**config.mk**
```make
export PLATFORM = sky130hd
export DESIGN_NAME = prsq_device_flat
export DESIGN_NICKNAME = d
export VERILOG_FILES = /design/src/pkg/prsq_pkg.sv /design/src/pkg/prsq_if.sv /design/src/hw/prsq_device.sv /design/src/flat_wrapper.sv
export SDC_FILE = /design/constraint.sdc
export NUM_CORES = 1
export LEC_CHECK = 0
export ABC_AREA = 1
export BUFFER_PORTS_ARGS = -buffer_cell sky130_fd_sc_hd__buf_2
export CORE_ASPECT_RATIO = 0.9
export CORE_MARGIN = 5
export CORE_UTILIZATION = 59
export CTS_CLUSTER_DIAMETER = 40
export DETAILED_ROUTE_END_ITERATION = 10
export PLACE_DENSITY = 0.84
export SLEW_MARGIN = 20
export SYNTH_ARGS = -nofsm -noshare
export SYNTH_HDL_FRONTEND = slang
export SYNTH_SLANG_ARGS = --single-unit
```
**constraint.sdc**
```tcl
create_clock -name clk -period 2 [get_ports clk]
set_clock_uncertainty 0.05 [all_clocks]
set_input_delay 0.4 -clock clk [delete_from_list [all_inputs] [get_ports clk]]
set_output_delay 0.4 -clock clk [all_outputs]
set_load 0.05 [all_outputs]
```
**src/pkg/prsq_pkg.sv**
```systemverilog
// Shared constants for the pseudo-static DRAM power-up and reset sequencer
`default_nettype none
package prsq_pkg;
  localparam int unsigned CLK_MHZ = 40;
  localparam int unsigned CLK_PERIOD_NS = 25;
  // Times in their own units
  localparam int unsigned INIT_WAIT_TIME_US = 150;
  localparam int unsigned RESET_PULSE_MIN_NS = 200;
  localparam int unsigned RESET_RELEASE_TO_SELECT_NS = 200;
  localparam int unsigned RESET_ASSERT_TO_SELECT_NS = 400;
  localparam int unsigned SUPPLY_LOW_DURATION_18_US = 30;
  localparam int unsigned SUPPLY_LOW_DURATION_30_US = 50;
  // Cycle counts: least times round up, longest times round down
  localparam int unsigned INIT_WAIT_CYC = INIT_WAIT_TIME_US * CLK_MHZ;
  localparam int unsigned RESET_PULSE_CYC =
    (RESET_PULSE_MIN_NS + CLK_PERIOD_NS - 1) / CLK_PERIOD_NS;
  localparam int unsigned RELEASE_SEL_CYC =
    (RESET_RELEASE_TO_SELECT_NS + CLK_PERIOD_NS - 1) / CLK_PERIOD_NS;
  localparam int unsigned ASSERT_SEL_CYC =
    (RESET_ASSERT_TO_SELECT_NS + CLK_PERIOD_NS - 1) / CLK_PERIOD_NS;
  localparam int unsigned SUPPLY_LOW_18_CYC =
    SUPPLY_LOW_DURATION_18_US * CLK_MHZ;
  localparam int unsigned SUPPLY_LOW_30_CYC =
    SUPPLY_LOW_DURATION_30_US * CLK_MHZ;
  localparam int unsigned CNT_W = 16;
  localparam int unsigned CFG_W = 16;
  localparam logic [15:0] CFG_DEFAULT = 16'h8f1f;
  localparam int unsigned ROW_W = 13;
  localparam logic [12:0] ROW_DEFAULT = 13'h0000;
  localparam int unsigned REFRESH_DIV_CYC = 4;
  localparam int unsigned SYNC_LAG_CYC = 5;
endpackage
`default_nettype wire

```
**src/pkg/prsq_if.sv**
```systemverilog
// Pin-level link between memory device and host sequencer
`timescale 1ns/1ps
`default_nettype none
interface prsq_if;
  logic select_n;
  logic reset_n;
  modport device (input select_n, input reset_n);
  modport host (output select_n, output reset_n);
endinterface
`default_nettype wire

```
**src/hw/prsq_device.sv**
```systemverilog
// Memory device end: self-initialisation, refresh and hardware reset
`timescale 1ns/1ps
`default_nettype none
// Function
// - Self-initialisation done within init wait
// - Host keeps select high during init
// - Init wait starts after reset pin high
// - Host issues no transaction during init
// - Refresh array rows during init wait
// - Reset pin low returns to standby; prsq_device holds standby low from PRSQ_RESET until PRSQ_INIT ends
// - Reset restores configuration to defaults
// - Self-refresh halted while reset low
// - Reset returns refresh row counter default
// - Host treats array as lost after reset
// - Host idle during reset and spacing
// - Reset pulse and release spacing minimums
// - Reset assert to select spacing minimum
// - Host resets after shallow supply dip; prsq_host has no supply input and resets only on rstn and reset_req
module prsq_device #(
  parameter int unsigned INIT_CYC = prsq_pkg::INIT_WAIT_CYC
) (
  input wire logic clk,
  input wire logic rstn,
  input wire logic supply_good,
  prsq_if.device link,
  input wire logic cfg_wr,
  input wire logic [15:0] cfg_wdata,
  output logic ready,
  output logic standby,
  output logic busy,
  output logic refresh_pulse,
  output logic [12:0] refresh_row,
  output logic [15:0] cfg_value,
  output logic access_violation
);
  typedef enum logic [1:0] {
    PRSQ_OFF, PRSQ_RESET, PRSQ_INIT, PRSQ_READY
  } prsq_dev_state_e;

  //////////////////////////////////////////////////////////////////////////
  // Pin synchronisers: change counts when stages two and three agree
  logic [2:0] rst_sync_reg;
  logic [2:0] sel_sync_reg;
  logic [2:0] pg_sync_reg;
  logic rst_q_reg;
  logic sel_q_reg;
  logic pg_q_reg;
  logic rst_q_next;
  logic sel_q_next;
  logic pg_q_next;

  always_comb begin
    rst_q_next = rst_q_reg;
    sel_q_next = sel_q_reg;
    pg_q_next = pg_q_reg;
    if (rst_sync_reg[1] == rst_sync_reg[2]) begin
      rst_q_next = rst_sync_reg[2];
    end
    if (sel_sync_reg[1] == sel_sync_reg[2]) begin
      sel_q_next = sel_sync_reg[2];
    end
    if (pg_sync_reg[1] == pg_sync_reg[2]) begin
      pg_q_next = pg_sync_reg[2];
    end
  end

  always_ff @(posedge clk or negedge rstn) begin
    if (!rstn) begin
      rst_sync_reg <= 3'h0;
      sel_sync_reg <= 3'h7;
      pg_sync_reg <= 3'h0;
      rst_q_reg <= 1'b0;
      sel_q_reg <= 1'b1;
      pg_q_reg <= 1'b0;
    end else begin
      rst_sync_reg <= {rst_sync_reg[1:0], link.reset_n};
      sel_sync_reg <= {sel_sync_reg[1:0], link.select_n};
      pg_sync_reg <= {pg_sync_reg[1:0], supply_good};
      rst_q_reg <= rst_q_next;
      sel_q_reg <= sel_q_next;
      pg_q_reg <= pg_q_next;
    end
  end

  //////////////////////////////////////////////////////////////////////////
  // Sequencer state
  prsq_dev_state_e state_reg;
  prsq_dev_state_e state_next;
  logic [prsq_pkg::CNT_W-1:0] cnt_reg;
  logic [prsq_pkg::CNT_W-1:0] cnt_next;
  logic [1:0] div_reg;
  logic [1:0] div_next;
  logic [12:0] row_reg;
  logic [12:0] row_next;
  logic [15:0] cfg_reg;
  logic [15:0] cfg_next;
  logic ref_reg;
  logic ref_next;
  logic viol_reg;
  logic viol_next;
  logic ready_next;
  logic standby_next;
  logic busy_next;

  always_comb begin
    state_next = state_reg;
    cnt_next = cnt_reg;
    div_next = div_reg + 2'h1;
    row_next = row_reg;
    cfg_next = cfg_reg;
    ref_next = 1'b0;
    viol_next = 1'b0;
    if (!pg_q_reg) begin
      state_next = PRSQ_OFF;
      cfg_next = prsq_pkg::CFG_DEFAULT;
      row_next = prsq_pkg::ROW_DEFAULT;
      div_next = 2'h0;
    end else if (!rst_q_reg) begin
      state_next = PRSQ_RESET;
      cfg_next = prsq_pkg::CFG_DEFAULT;
      row_next = prsq_pkg::ROW_DEFAULT;
      div_next = 2'h0;
      viol_next = !sel_q_reg;
    end else begin
      case (state_reg)
        PRSQ_OFF, PRSQ_RESET: begin
          state_next = PRSQ_INIT;
          cnt_next = '0;
        end
        PRSQ_INIT: begin
          cnt_next = cnt_reg + 16'h0001;
          viol_next = !sel_q_reg;
          if (cnt_reg == 16'(INIT_CYC - prsq_pkg::SYNC_LAG_CYC - 1)) begin
            state_next = PRSQ_READY;
          end
        end
        PRSQ_READY: begin
          if (cfg_wr && !sel_q_reg) begin
            cfg_next = cfg_wdata;
          end
        end
        default: state_next = PRSQ_OFF;
      endcase
      // Self-refresh runs while powered and out of reset
      if (div_reg == 2'(prsq_pkg::REFRESH_DIV_CYC - 1)) begin
        ref_next = 1'b1;
        row_next = row_reg + 13'h0001;
      end
    end
    ready_next = (state_next == PRSQ_READY);
    standby_next = ready_next && sel_q_next;
    busy_next = (state_next == PRSQ_INIT);
  end

  always_ff @(posedge clk or negedge rstn) begin
    if (!rstn) begin
      state_reg <= PRSQ_OFF;
      cnt_reg <= '0;
      div_reg <= 2'h0;
      row_reg <= prsq_pkg::ROW_DEFAULT;
      cfg_reg <= prsq_pkg::CFG_DEFAULT;
      ref_reg <= 1'b0;
      viol_reg <= 1'b0;
      ready <= 1'b0;
      standby <= 1'b0;
      busy <= 1'b0;
    end else begin
      state_reg <= state_next;
      cnt_reg <= cnt_next;
      div_reg <= div_next;
      row_reg <= row_next;
      cfg_reg <= cfg_next;
      ref_reg <= ref_next;
      viol_reg <= viol_next;
      ready <= ready_next;
      standby <= standby_next;
      busy <= busy_next;
    end
  end

  assign refresh_pulse = ref_reg;
  assign refresh_row = row_reg;
  assign cfg_value = cfg_reg;
  assign access_violation = viol_reg;
endmodule // prsq_device
`default_nettype wire

```
**src/flat_wrapper.sv**
```systemverilog
// flat-port wrapper written by rule: the top's interface ports become plain ports
module prsq_device_flat 
#(
  parameter int unsigned INIT_CYC = prsq_pkg::INIT_WAIT_CYC
)
  (clk, rstn, supply_good, cfg_wr, cfg_wdata, ready, standby, busy, refresh_pulse, refresh_row, cfg_value, access_violation, link_select_n, link_reset_n);
  prsq_if link_i ();
  input wire logic clk;
  input wire logic rstn;
  input wire logic supply_good;
  input wire logic cfg_wr;
  input wire logic [15:0] cfg_wdata;
  output logic ready;
  output logic standby;
  output logic busy;
  output logic refresh_pulse;
  output logic [12:0] refresh_row;
  output logic [15:0] cfg_value;
  output logic access_violation;
  input wire logic [$bits(link_i.select_n)-1:0] link_select_n;
  input wire logic [$bits(link_i.reset_n)-1:0] link_reset_n;
  assign link_i.select_n = link_select_n;
  assign link_i.reset_n = link_reset_n;
  prsq_device #(.INIT_CYC(INIT_CYC)) u_core (.clk(clk), .rstn(rstn), .supply_good(supply_good), .link(link_i), .cfg_wr(cfg_wr), .cfg_wdata(cfg_wdata), .ready(ready), .standby(standby), .busy(busy), .refresh_pulse(refresh_pulse), .refresh_row(refresh_row), .cfg_value(cfg_value), .access_violation(access_violation));
endmodule
```
==> results of run 1 <==
## layer usage
metal | wire [um] | part of all wire | vias up
li1 | - | - | 1146
met1 | 2780 | 0.42 | 1116
met2 | 3230 | 0.49 | 93
met3 | 427 | 0.065 | 19
met4 | 167 | 0.025 | 0
met5 | 0 | 0 | -
## per-stage QoR
step / instance area (um^2) / hold WS, ps / worst slack, ps / cells
3_3_place_gp: 3280 / 284 / 385 / 425
4_1_cts: 3490 / 12.2 / 245 / 441
3_5_place_dp: 3280 / 296 / 286 / 425
6_report: 3490 / 3.32 / 254 / 441
2_1_floorplan: 2910 / 54.4 / 375 / 306
5_1_grt: 3490 / 32.0 / 123 / 441
## cells in the final DEF, fill, tap and decap left out, types with 6 or more instances in the layout
master | synthesis | final
nand2_1 | 57 | 57
buf_2 | 1 | 55
a21oi_1 | 12 | 12
dfstp_2 | 14 | 14
dfrtp_1 | 52 | 52
nor2_1 | 42 | 42
nand4_1 | 6 | 6
clkbuf_8 | 0 | 10
a22o_1 | 6 | 6
nand3_1 | 19 | 19
o22a_1 | 10 | 10
inv_1 | 35 | 35
o21ai_0 | 9 | 9
## path summary, 6_finish.rpt
kind,startpoint,to,slack [ps]
max in group asynchronous,rstn,u_core.cfg_value[10],1310
setup reg to reg,u_core.rst_q_reg,u_core.cfg_value[14],250
min in group clk,link_select_n,u_core.sel_sync_reg[0],110
setup / recovery,u_core.rst_q_reg,u_core.cfg_value[14],250
hold reg to reg,u_core.pg_sync_reg[0],u_core.pg_sync_reg[1],310
hold / removal,rstn,u_core.refresh_row[4],3
## critical path, delay by kind of cell (launching register included)
family | cells | cell delay (ps)
compound gates | 1 | 220
buf+inv | 2 | 340
flops | 1 | 480
simple gates | 2 | 540
## cells by family (layout without fill, tap and decap cells)
kind of cell / Yosys count / count (layout)
flops: 66 / 66
xor+xnor: 1 / 1
fa+ha+maj: 6 / 6
buf+inv: 43 / 113
simple gates: 140 / 140
compound gates: 50 / 50
## where the power goes
group / leakage [nW] / switching (mW) / internal (mW)
logic: 0.780 / 0.184 / 0.0788
registers: 0.849 / 0.0381 / 1.38
clock network: 0.110 / 0.495 / 0.632
## area by class of cell
class                   count  area (um^2)
flip-flops and latches     66         1670
fillers                   358         1320
multi-input cells         197         1060
repair buffers             58          323
clock buffers              13          191
inverters                  39          149
well taps                  65         81.3
clock inverters             3         16.3
## cells in the mapped netlist (2+ instances only)
cell      number  area share
nor2_1        42       0.054
nand2_1       57       0.074
a211oi_1       2      0.0052
nand3_1       19       0.033
o22a_1        10       0.030
o21bai_1       3      0.0077
dfrtp_1       52        0.45
buf_6          2      0.0077
dfstp_2       14        0.13
nand4_1        6       0.013
a21oi_1       12       0.021
nand2_2        3      0.0065
maj3_1         2      0.0069
nor2_4         4       0.015
o21ai_0        9       0.015
ha_1           4       0.017
a22o_1         6       0.018
inv_2          3      0.0039
inv_1         35       0.045
nor3_1         4      0.0069
a31oi_1        2      0.0043
o21a_1         3      0.0077
==> impl_metrics.tcl, run 1 <==
set metrics [dict create \
    gp_congestion 0.857 \
    die_area_mm2 0.00644 \
    yosysWarnings 0 \
    grtUsageMet1 0.251 \
    endpoint_kind "flop" \
    cts_root_buffer "clkbuf_8" \
    ys_seq_area_frac 0.574 \
    clkLatencyLatePin_ps 340 \
    synth_fa_ha_area_frac 0.0241 \
    setup_violations 0 \
    hold_buffers 0 \
    cts.reportedPaths.clkPinSlew_ps 80 \
    synth_compound_area_frac 0.117 \
    gr-usage-met2 0.355 \
    cp-start-kind "flop" \
    syn_area_mm2 0.00291 \
    hold_class "input port to async pin" \
    irDropWorstVdd_mv 0.622 \
    die-width_um 84.0 \
    wire_per_inst_um 15.0 \
    fin_nets 397 \
    crit_chain "nand2_4 > inv_2 > nand2_1 > inv_1 > a22o_1" \
    routed-via-count 2374 \
    core.rowCount 24 \
    finalHoldViolCount 0 \
    synth-seq-cells 66 \
    cap_violations 0 \
    ys.flop_type "dfrtp_1" \
    grt_pass1_wl_um 11000 \
    grt_max_degree 25 \
    drt_first_iter_violations 149 \
    core_area_mm2 0.00480 \
    reg2reg_depth 5 \
    power.leakage_nw 1.74 \
    arrival_ps 1920 \
    grt_pass1_vias 2414 \
    synth_top_family_by_area "simple AND/OR/NAND/NOR gates" \
    area_delta_synth_final_pct 19.8 \
    synth_fp_nets 332 \
    fmax_ghz 0.573 \
    busiest_layer "met2" \
    antenna_found_initial 0 \
    use_met3 0.0681 \
    critical_path_class "flop to flop" \
    cts_setup_buffers 0 \
    final_core_util 0.726 \
    worst_slew_pin_slew_ps 573 \
    power_mw 2.81 \
    status "finished, final reports clean" \
    grt_usage 0.216 \
    synthCells 306 \
    cts_tree "yes" \
    synth_xor_area_frac 0.00301 \
    synthMuxAreaShare 0 \
    cts-resized-gates 0 \
    finalWorstPathRequiredPeriod_ps 1750 \
    ys_types 34 \
    synth-async-reset-ratio 1.00 \
    rsz0062_at_grt "false" \
    portBuffers 55 \
    fin_crit_sh 0.873 \
    hpwl_um 4520 \
    die_h_um 76.6 \
    max_stage_delay_ps 480 \
    synthSimpleGateAreaFrac 0.219 \
    clock_sinks 66 \
    pwr_density_cell_mw_per_mm2 807 \
    cp_data_required_time_ps 2170 \
    setup_tns_ps 0 \
    h-tree-depth 3 \
    maxSlewHeadroom 0.618 \
    initial_core_util 0.605 \
    vias_per_cell 5.38 \
    drc_errors 0 \
    drt_pass1_iterations 4 \
    slowest_stage "dfrtp_1" \
    maxSlewViolCount 0 \
    n_antenna_cell 0 \
    gr-total-overflow 0 \
    antenna_left 0 \
    drt_wl_total_um 6600 \
    io-pin-count 56 \
    syn_area_per_cell_um2 9.51 \
    clockBufferDepth 2 \
    drive_gt1_frac 0.271 \
    critPathMaxFanout 14 \
    synth_edf_count 0 \
    cts_made_buffers 9 \
]
(Power assumes the default switching activity.)
==> run 2: changes to the inputs <==
HOLD_SLACK_MARGIN = 0.03   (was default)
==> run 2 against run 1 <==
Combinational power about the same. Largest cell class unchanged. Global-route usage about the same. Final cell count increased by 0.23%. Critical endpoint unchanged. Hold slack improved by 110 ps. Core utilization increased by 0.21 points.
==> impl_metrics.tcl, run 2 (synthesis results as in run 1) <==
set metrics [dict create \
    status "finished, final reports clean" \
    r2r-start "u_core.rst_q_reg" \
    grt_pass1_wl_um 11000 \
    grt_max_degree 25 \
    clock_sinks 66 \
    n_antenna_cell 0 \
    irDropWorstVdd_mv 0.624 \
    core_area_mm2 0.00480 \
    finalWorstSetupSlack_ps 257 \
    core.rowCount 24 \
    fin_crit_sh 0.872 \
    portBuffers 55 \
    max_stage_delay_ps 480 \
    finalHoldViolCount 0 \
    antenna_left 0 \
    gp_congestion 0.857 \
    critPathMaxFanout 14 \
    maxSlewHeadroom 0.619 \
    critical_path_buf_inv_count 2 \
    cts.reportedPaths.clkPinSlew_ps 70 \
    hpwl_um 4520 \
    setup_violations 0 \
    h-tree-depth 3 \
    routed-via-count 2378 \
    finalWorstPathRequiredPeriod_ps 1740 \
    drive_gt1_frac 0.271 \
    hold_class "input port to flop" \
    antenna_found_initial 0 \
    power.leakage_nw 1.74 \
    arrival_ps 1920 \
    cap_violations 0 \
    endpoint_kind "flop" \
    worst_slew_pin_slew_ps 571 \
    cts_tree "yes" \
    crit_chain "nand2_4 > inv_2 > nand2_1 > inv_1 > a22o_1" \
    slowest_stage "dfrtp_1" \
    hold_end "u_core.sel_sync_reg[0]" \
    whs_path_depth 1 \
    clkLatencyLatePin_ps 340 \
    drt_wl_total_um 6630 \
    worst_r2r_endpoint "u_core.cfg_value[14]" \
    fmax_ghz 0.574 \
    final_cell_mix "nand2_1, buf_2, dfrtp_1" \
    grt_usage 0.216 \
    vias_per_cell 5.38 \
    die_area_mm2 0.00644 \
    power_mw 2.81 \
    critical_path_class "flop to flop" \
    min_from "link_select_n" \
    rrSetupSlack_ps 260 \
    drc_errors 0 \
    drt_first_iter_violations 159 \
    reg2reg_depth 5 \
    cts-resized-gates 0 \
    area_delta_synth_final_pct 20.2 \
    cp-start-kind "flop" \
    initial_core_util 0.605 \
    die_h_um 76.6 \
    maxSlewViolCount 0 \
    clockBufferDepth 2 \
    layout_commonest_cell "nand2_1" \
    place_ws_ps 286 \
    setup_tns_ps 0 \
    startpoint "u_core.rst_q_reg" \
    holdWs_ps 109 \
    drt_pass1_iterations 4 \
    cts_root_buffer "clkbuf_8" \
    cts_made_buffers 9 \
    gr-total-overflow 0 \
    fin_nets 398 \
    rsz0062_at_grt "false" \
    cp_data_required_time_ps 2170 \
    io-pin-count 56 \
    grt_pass1_vias 2420 \
    cp_top_family "simple AND/OR/NAND/NOR gates" \
    die-width_um 84.0 \
    wire_per_inst_um 15.0 \
    pwr_density_cell_mw_per_mm2 804 \
]
[run 2: power by group]
group          internal (mW)  leakage, nW  total (mW)  switching, mW
Clock                  0.632        0.110        1.12          0.492
Sequential              1.38        0.849        1.42         0.0381
Combinational         0.0801        0.785       0.265          0.185
Total                   2.10         1.74        2.81          0.715
[run 2: layout make-up]
cell class / count / area, um^2
Clock buffer: 13 / 191
Clock inverter: 3 / 16.3
Fill cell: 358 / 1310
Inverter: 39 / 149
Multi-Input combinational cell: 197 / 1060
Sequential cell: 66 / 1670
Tap cell: 65 / 81.3
Timing Repair Buffer: 59 / 333
[run 2: per-stage QoR]
step,utilization,std cells,area (um^2)
finish,0.728,442,3500
global route,0.728,442,3500
CTS,0.728,442,3500
detailed placement,0.682,425,3280
global placement,0.682,425,3280
floorplan,-,306,2910
[run 2: how the worst max path moves through the flow]
stage / endpoint / slack, ps / depth (start not counted)
global placement: u_core.cfg_value[13] / 380 / 5
CTS: u_core.cfg_value[14] / 240 / 5
detailed placement: u_core.cfg_value[14] / 290 / 5
global route: u_core.refresh_row[7] / 120 / 6
floorplan: u_core.refresh_row[8] / 380 / 6
finish: u_core.cfg_value[14] / 260 / 5
[run 2: metal layers]
metal,GRT usage,wire length [um],up-vias
li1,-,-,1148
met1,0.252,2800,1125
met2,0.355,3280,88
met3,0.0681,399,17
met4,0.117,151,0
met5,0,0,-
[run 2: what timing repair did]
item / 4_1_cts / 5_1_grt
hold buffers: 1 / 0
hold endpoints to repair: 19 / 0
setup buffers: 0 / 0
==> run 3: changes to the inputs <==
CORE_ASPECT_RATIO = default   (was 0.9)
==> run 3 against run 2 <==
Core utilization barely moved. Maximum frequency is 3.3% higher. Wire length fell by 15%. Clock-buffer cell count shrank 4. Setup slack gained 55 ps. Global-route usage is 2.4 points lower. First-iteration DRC count is 32% higher. Die area barely moved. Non-clock buffer count decreased by 2. Critical endpoint is now u_core.refresh_row[7]. Largest cell class unchanged. Highest routed layer unchanged.
==> impl_metrics.tcl, run 3 (synthesis results as in run 1) <==
set metrics [dict create \
    fin_crit_sh 0.844 \
    critical_path_class "flop to flop" \
    h-tree-depth 3 \
    routed-via-count 2297 \
    initial_core_util 0.612 \
    slowest_stage "ha_1" \
    wl_met3_um 373 \
    wl_met1_um 2640 \
    die_area_mm2 0.00644 \
    core.rowCount 25 \
    die-width_um 80.2 \
    cts_tree "yes" \
    drive_gt1_frac 0.269 \
    area_delta_synth_final_pct 18.8 \
    maxSlewHeadroom 0.759 \
    cts_made_buffers 9 \
    power.leakage_nw 1.72 \
    vias_per_cell 5.20 \
    arrival_ps 1840 \
    cts_root_buffer "clkbuf_8" \
    cts-resized-gates 0 \
    layout_commonest_cell "nand2_1" \
    gr-total-overflow 0 \
    antenna_left 0 \
    n_antenna_cell 0 \
    critPathMaxFanout 10 \
    fmax_ghz 0.592 \
    clock_sinks 66 \
    wire_per_inst_um 12.8 \
    cts.reportedPaths.clkPinSlew_ps 70 \
    clkLatencyLatePin_ps 330 \
    gp_congestion 0.883 \
    fin_area_mm2 0.00346 \
    fin_nets 396 \
    die_h_um 80.2 \
    drt_pass1_iterations 4 \
    fin_cells 442 \
    hold_class "input port to flop" \
    highest_layer "met4" \
    power_mw 2.73 \
    cap_violations 0 \
    cts_setup_buffers 0 \
    hold_buffers 1 \
    finalHoldViolCount 0 \
    status "finished, final reports clean" \
    max_stage_delay_ps 370 \
    irDropWorstVdd_mv 0.547 \
    pwr_density_cell_mw_per_mm2 791 \
    grt_usage 0.192 \
    grt_pass1_vias 2131 \
    drc_errors 0 \
    startpoint "u_core.div_reg[0]" \
    r2r-start "u_core.div_reg[0]" \
    crit_chain "ha_1 > inv_1 > nor2_1 > nand2_1 > o21ai_0 > a21oi_1" \
    setup_violations 0 \
    maxSlewViolCount 0 \
    drt_first_iter_violations 210 \
    endpoint_kind "flop" \
    drt_wl_total_um 5650 \
    cp-start-kind "flop" \
    cp_data_required_time_ps 2160 \
    setup_tns_ps 0 \
    worst_slew_pin_slew_ps 361 \
    core_area_mm2 0.00475 \
    grt_max_degree 67 \
    hpwl_um 4140 \
    fillers 365 \
    grt_pass1_wl_um 9540 \
    placed_area_mm2 0.00325 \
    portBuffers 55 \
    clockBufferDepth 2 \
    dp_cells 425 \
    antenna_found_initial 0 \
    final_cell_mix "nand2_1, buf_2, dfrtp_1" \
    rsz0062_at_grt "false" \
    met2WireLength_um 2540 \
    io-pin-count 56 \
    min_from "link_select_n" \
    finalWorstPathRequiredPeriod_ps 1690 \
]
## run 3: cell types whose count changed in the layout (fill, tap and decap cells not counted), sizes merged
cell,previous run,this run
inv,40,39
clkbuf,13,9
bufinv,0,1
clkinvlp,0,1
buf,58,56
clkinv,2,5
## run 3: area by class of cell
| type | count | area [um^2] | area share |
|---|---|---|---|
| clock buffers | 9 | 124 | 0.0358 |
| clock inverters | 7 | 70.1 | 0.0203 |
| inverters | 39 | 149 | 0.0431 |
| multi-input cells | 197 | 1060 | 0.305 |
| flip-flops and latches | 66 | 1670 | 0.483 |
| well taps | 67 | 83.8 | 0.0242 |
| repair buffers | 57 | 305 | 0.0883 |
## run 3: critical path: cells and delay by family, from the launching register on
kind / cells / cell delay, ps
compound gates: 2 / 360
fa+ha+maj: 1 / 370
buf+inv: 1 / 150
flops: 1 / 350
simple gates: 2 / 290
## run 3: routing by layer
metal,vias up,GRT usage
li1,1137,-
met1,1074,0.259
met2,76,0.285
met3,10,0.0538
met4,0,0.0963
met5,-,0
## run 3: path summary, 6_finish.rpt
check	cells past startpoint	slack, ps	end
worst max-delay path	6	310	u_core.refresh_row[7]
worst min-delay path	1	120	u_core.sel_sync_reg[0]
worst max register to register	6	310	u_core.refresh_row[7]
worst min register to register	0	300	u_core.pg_sync_reg[1]
max in group asynchronous	3	1030	u_core.sel_sync_reg[1]
min in group asynchronous	3	560	u_core.cnt_reg[4]
## run 3: metrics by stage
step / worst slack, ps / hold WS [ps] / util
floorplan: 375 / 54.4 / -
global placement: 392 / 285 / 0.684
detailed placement: 313 / 285 / 0.684
CTS: 315 / 106 / 0.727
global route: 189 / 103 / 0.727
finish: 312 / 123 / 0.727
## run 3: power breakdown
part	switching [mW]	internal, mW	total [mW]
clock	0.493	0.572	1.06
sequential	0.0352	1.38	1.42
combinational	0.176	0.0748	0.251
total	0.704	2.03	2.73
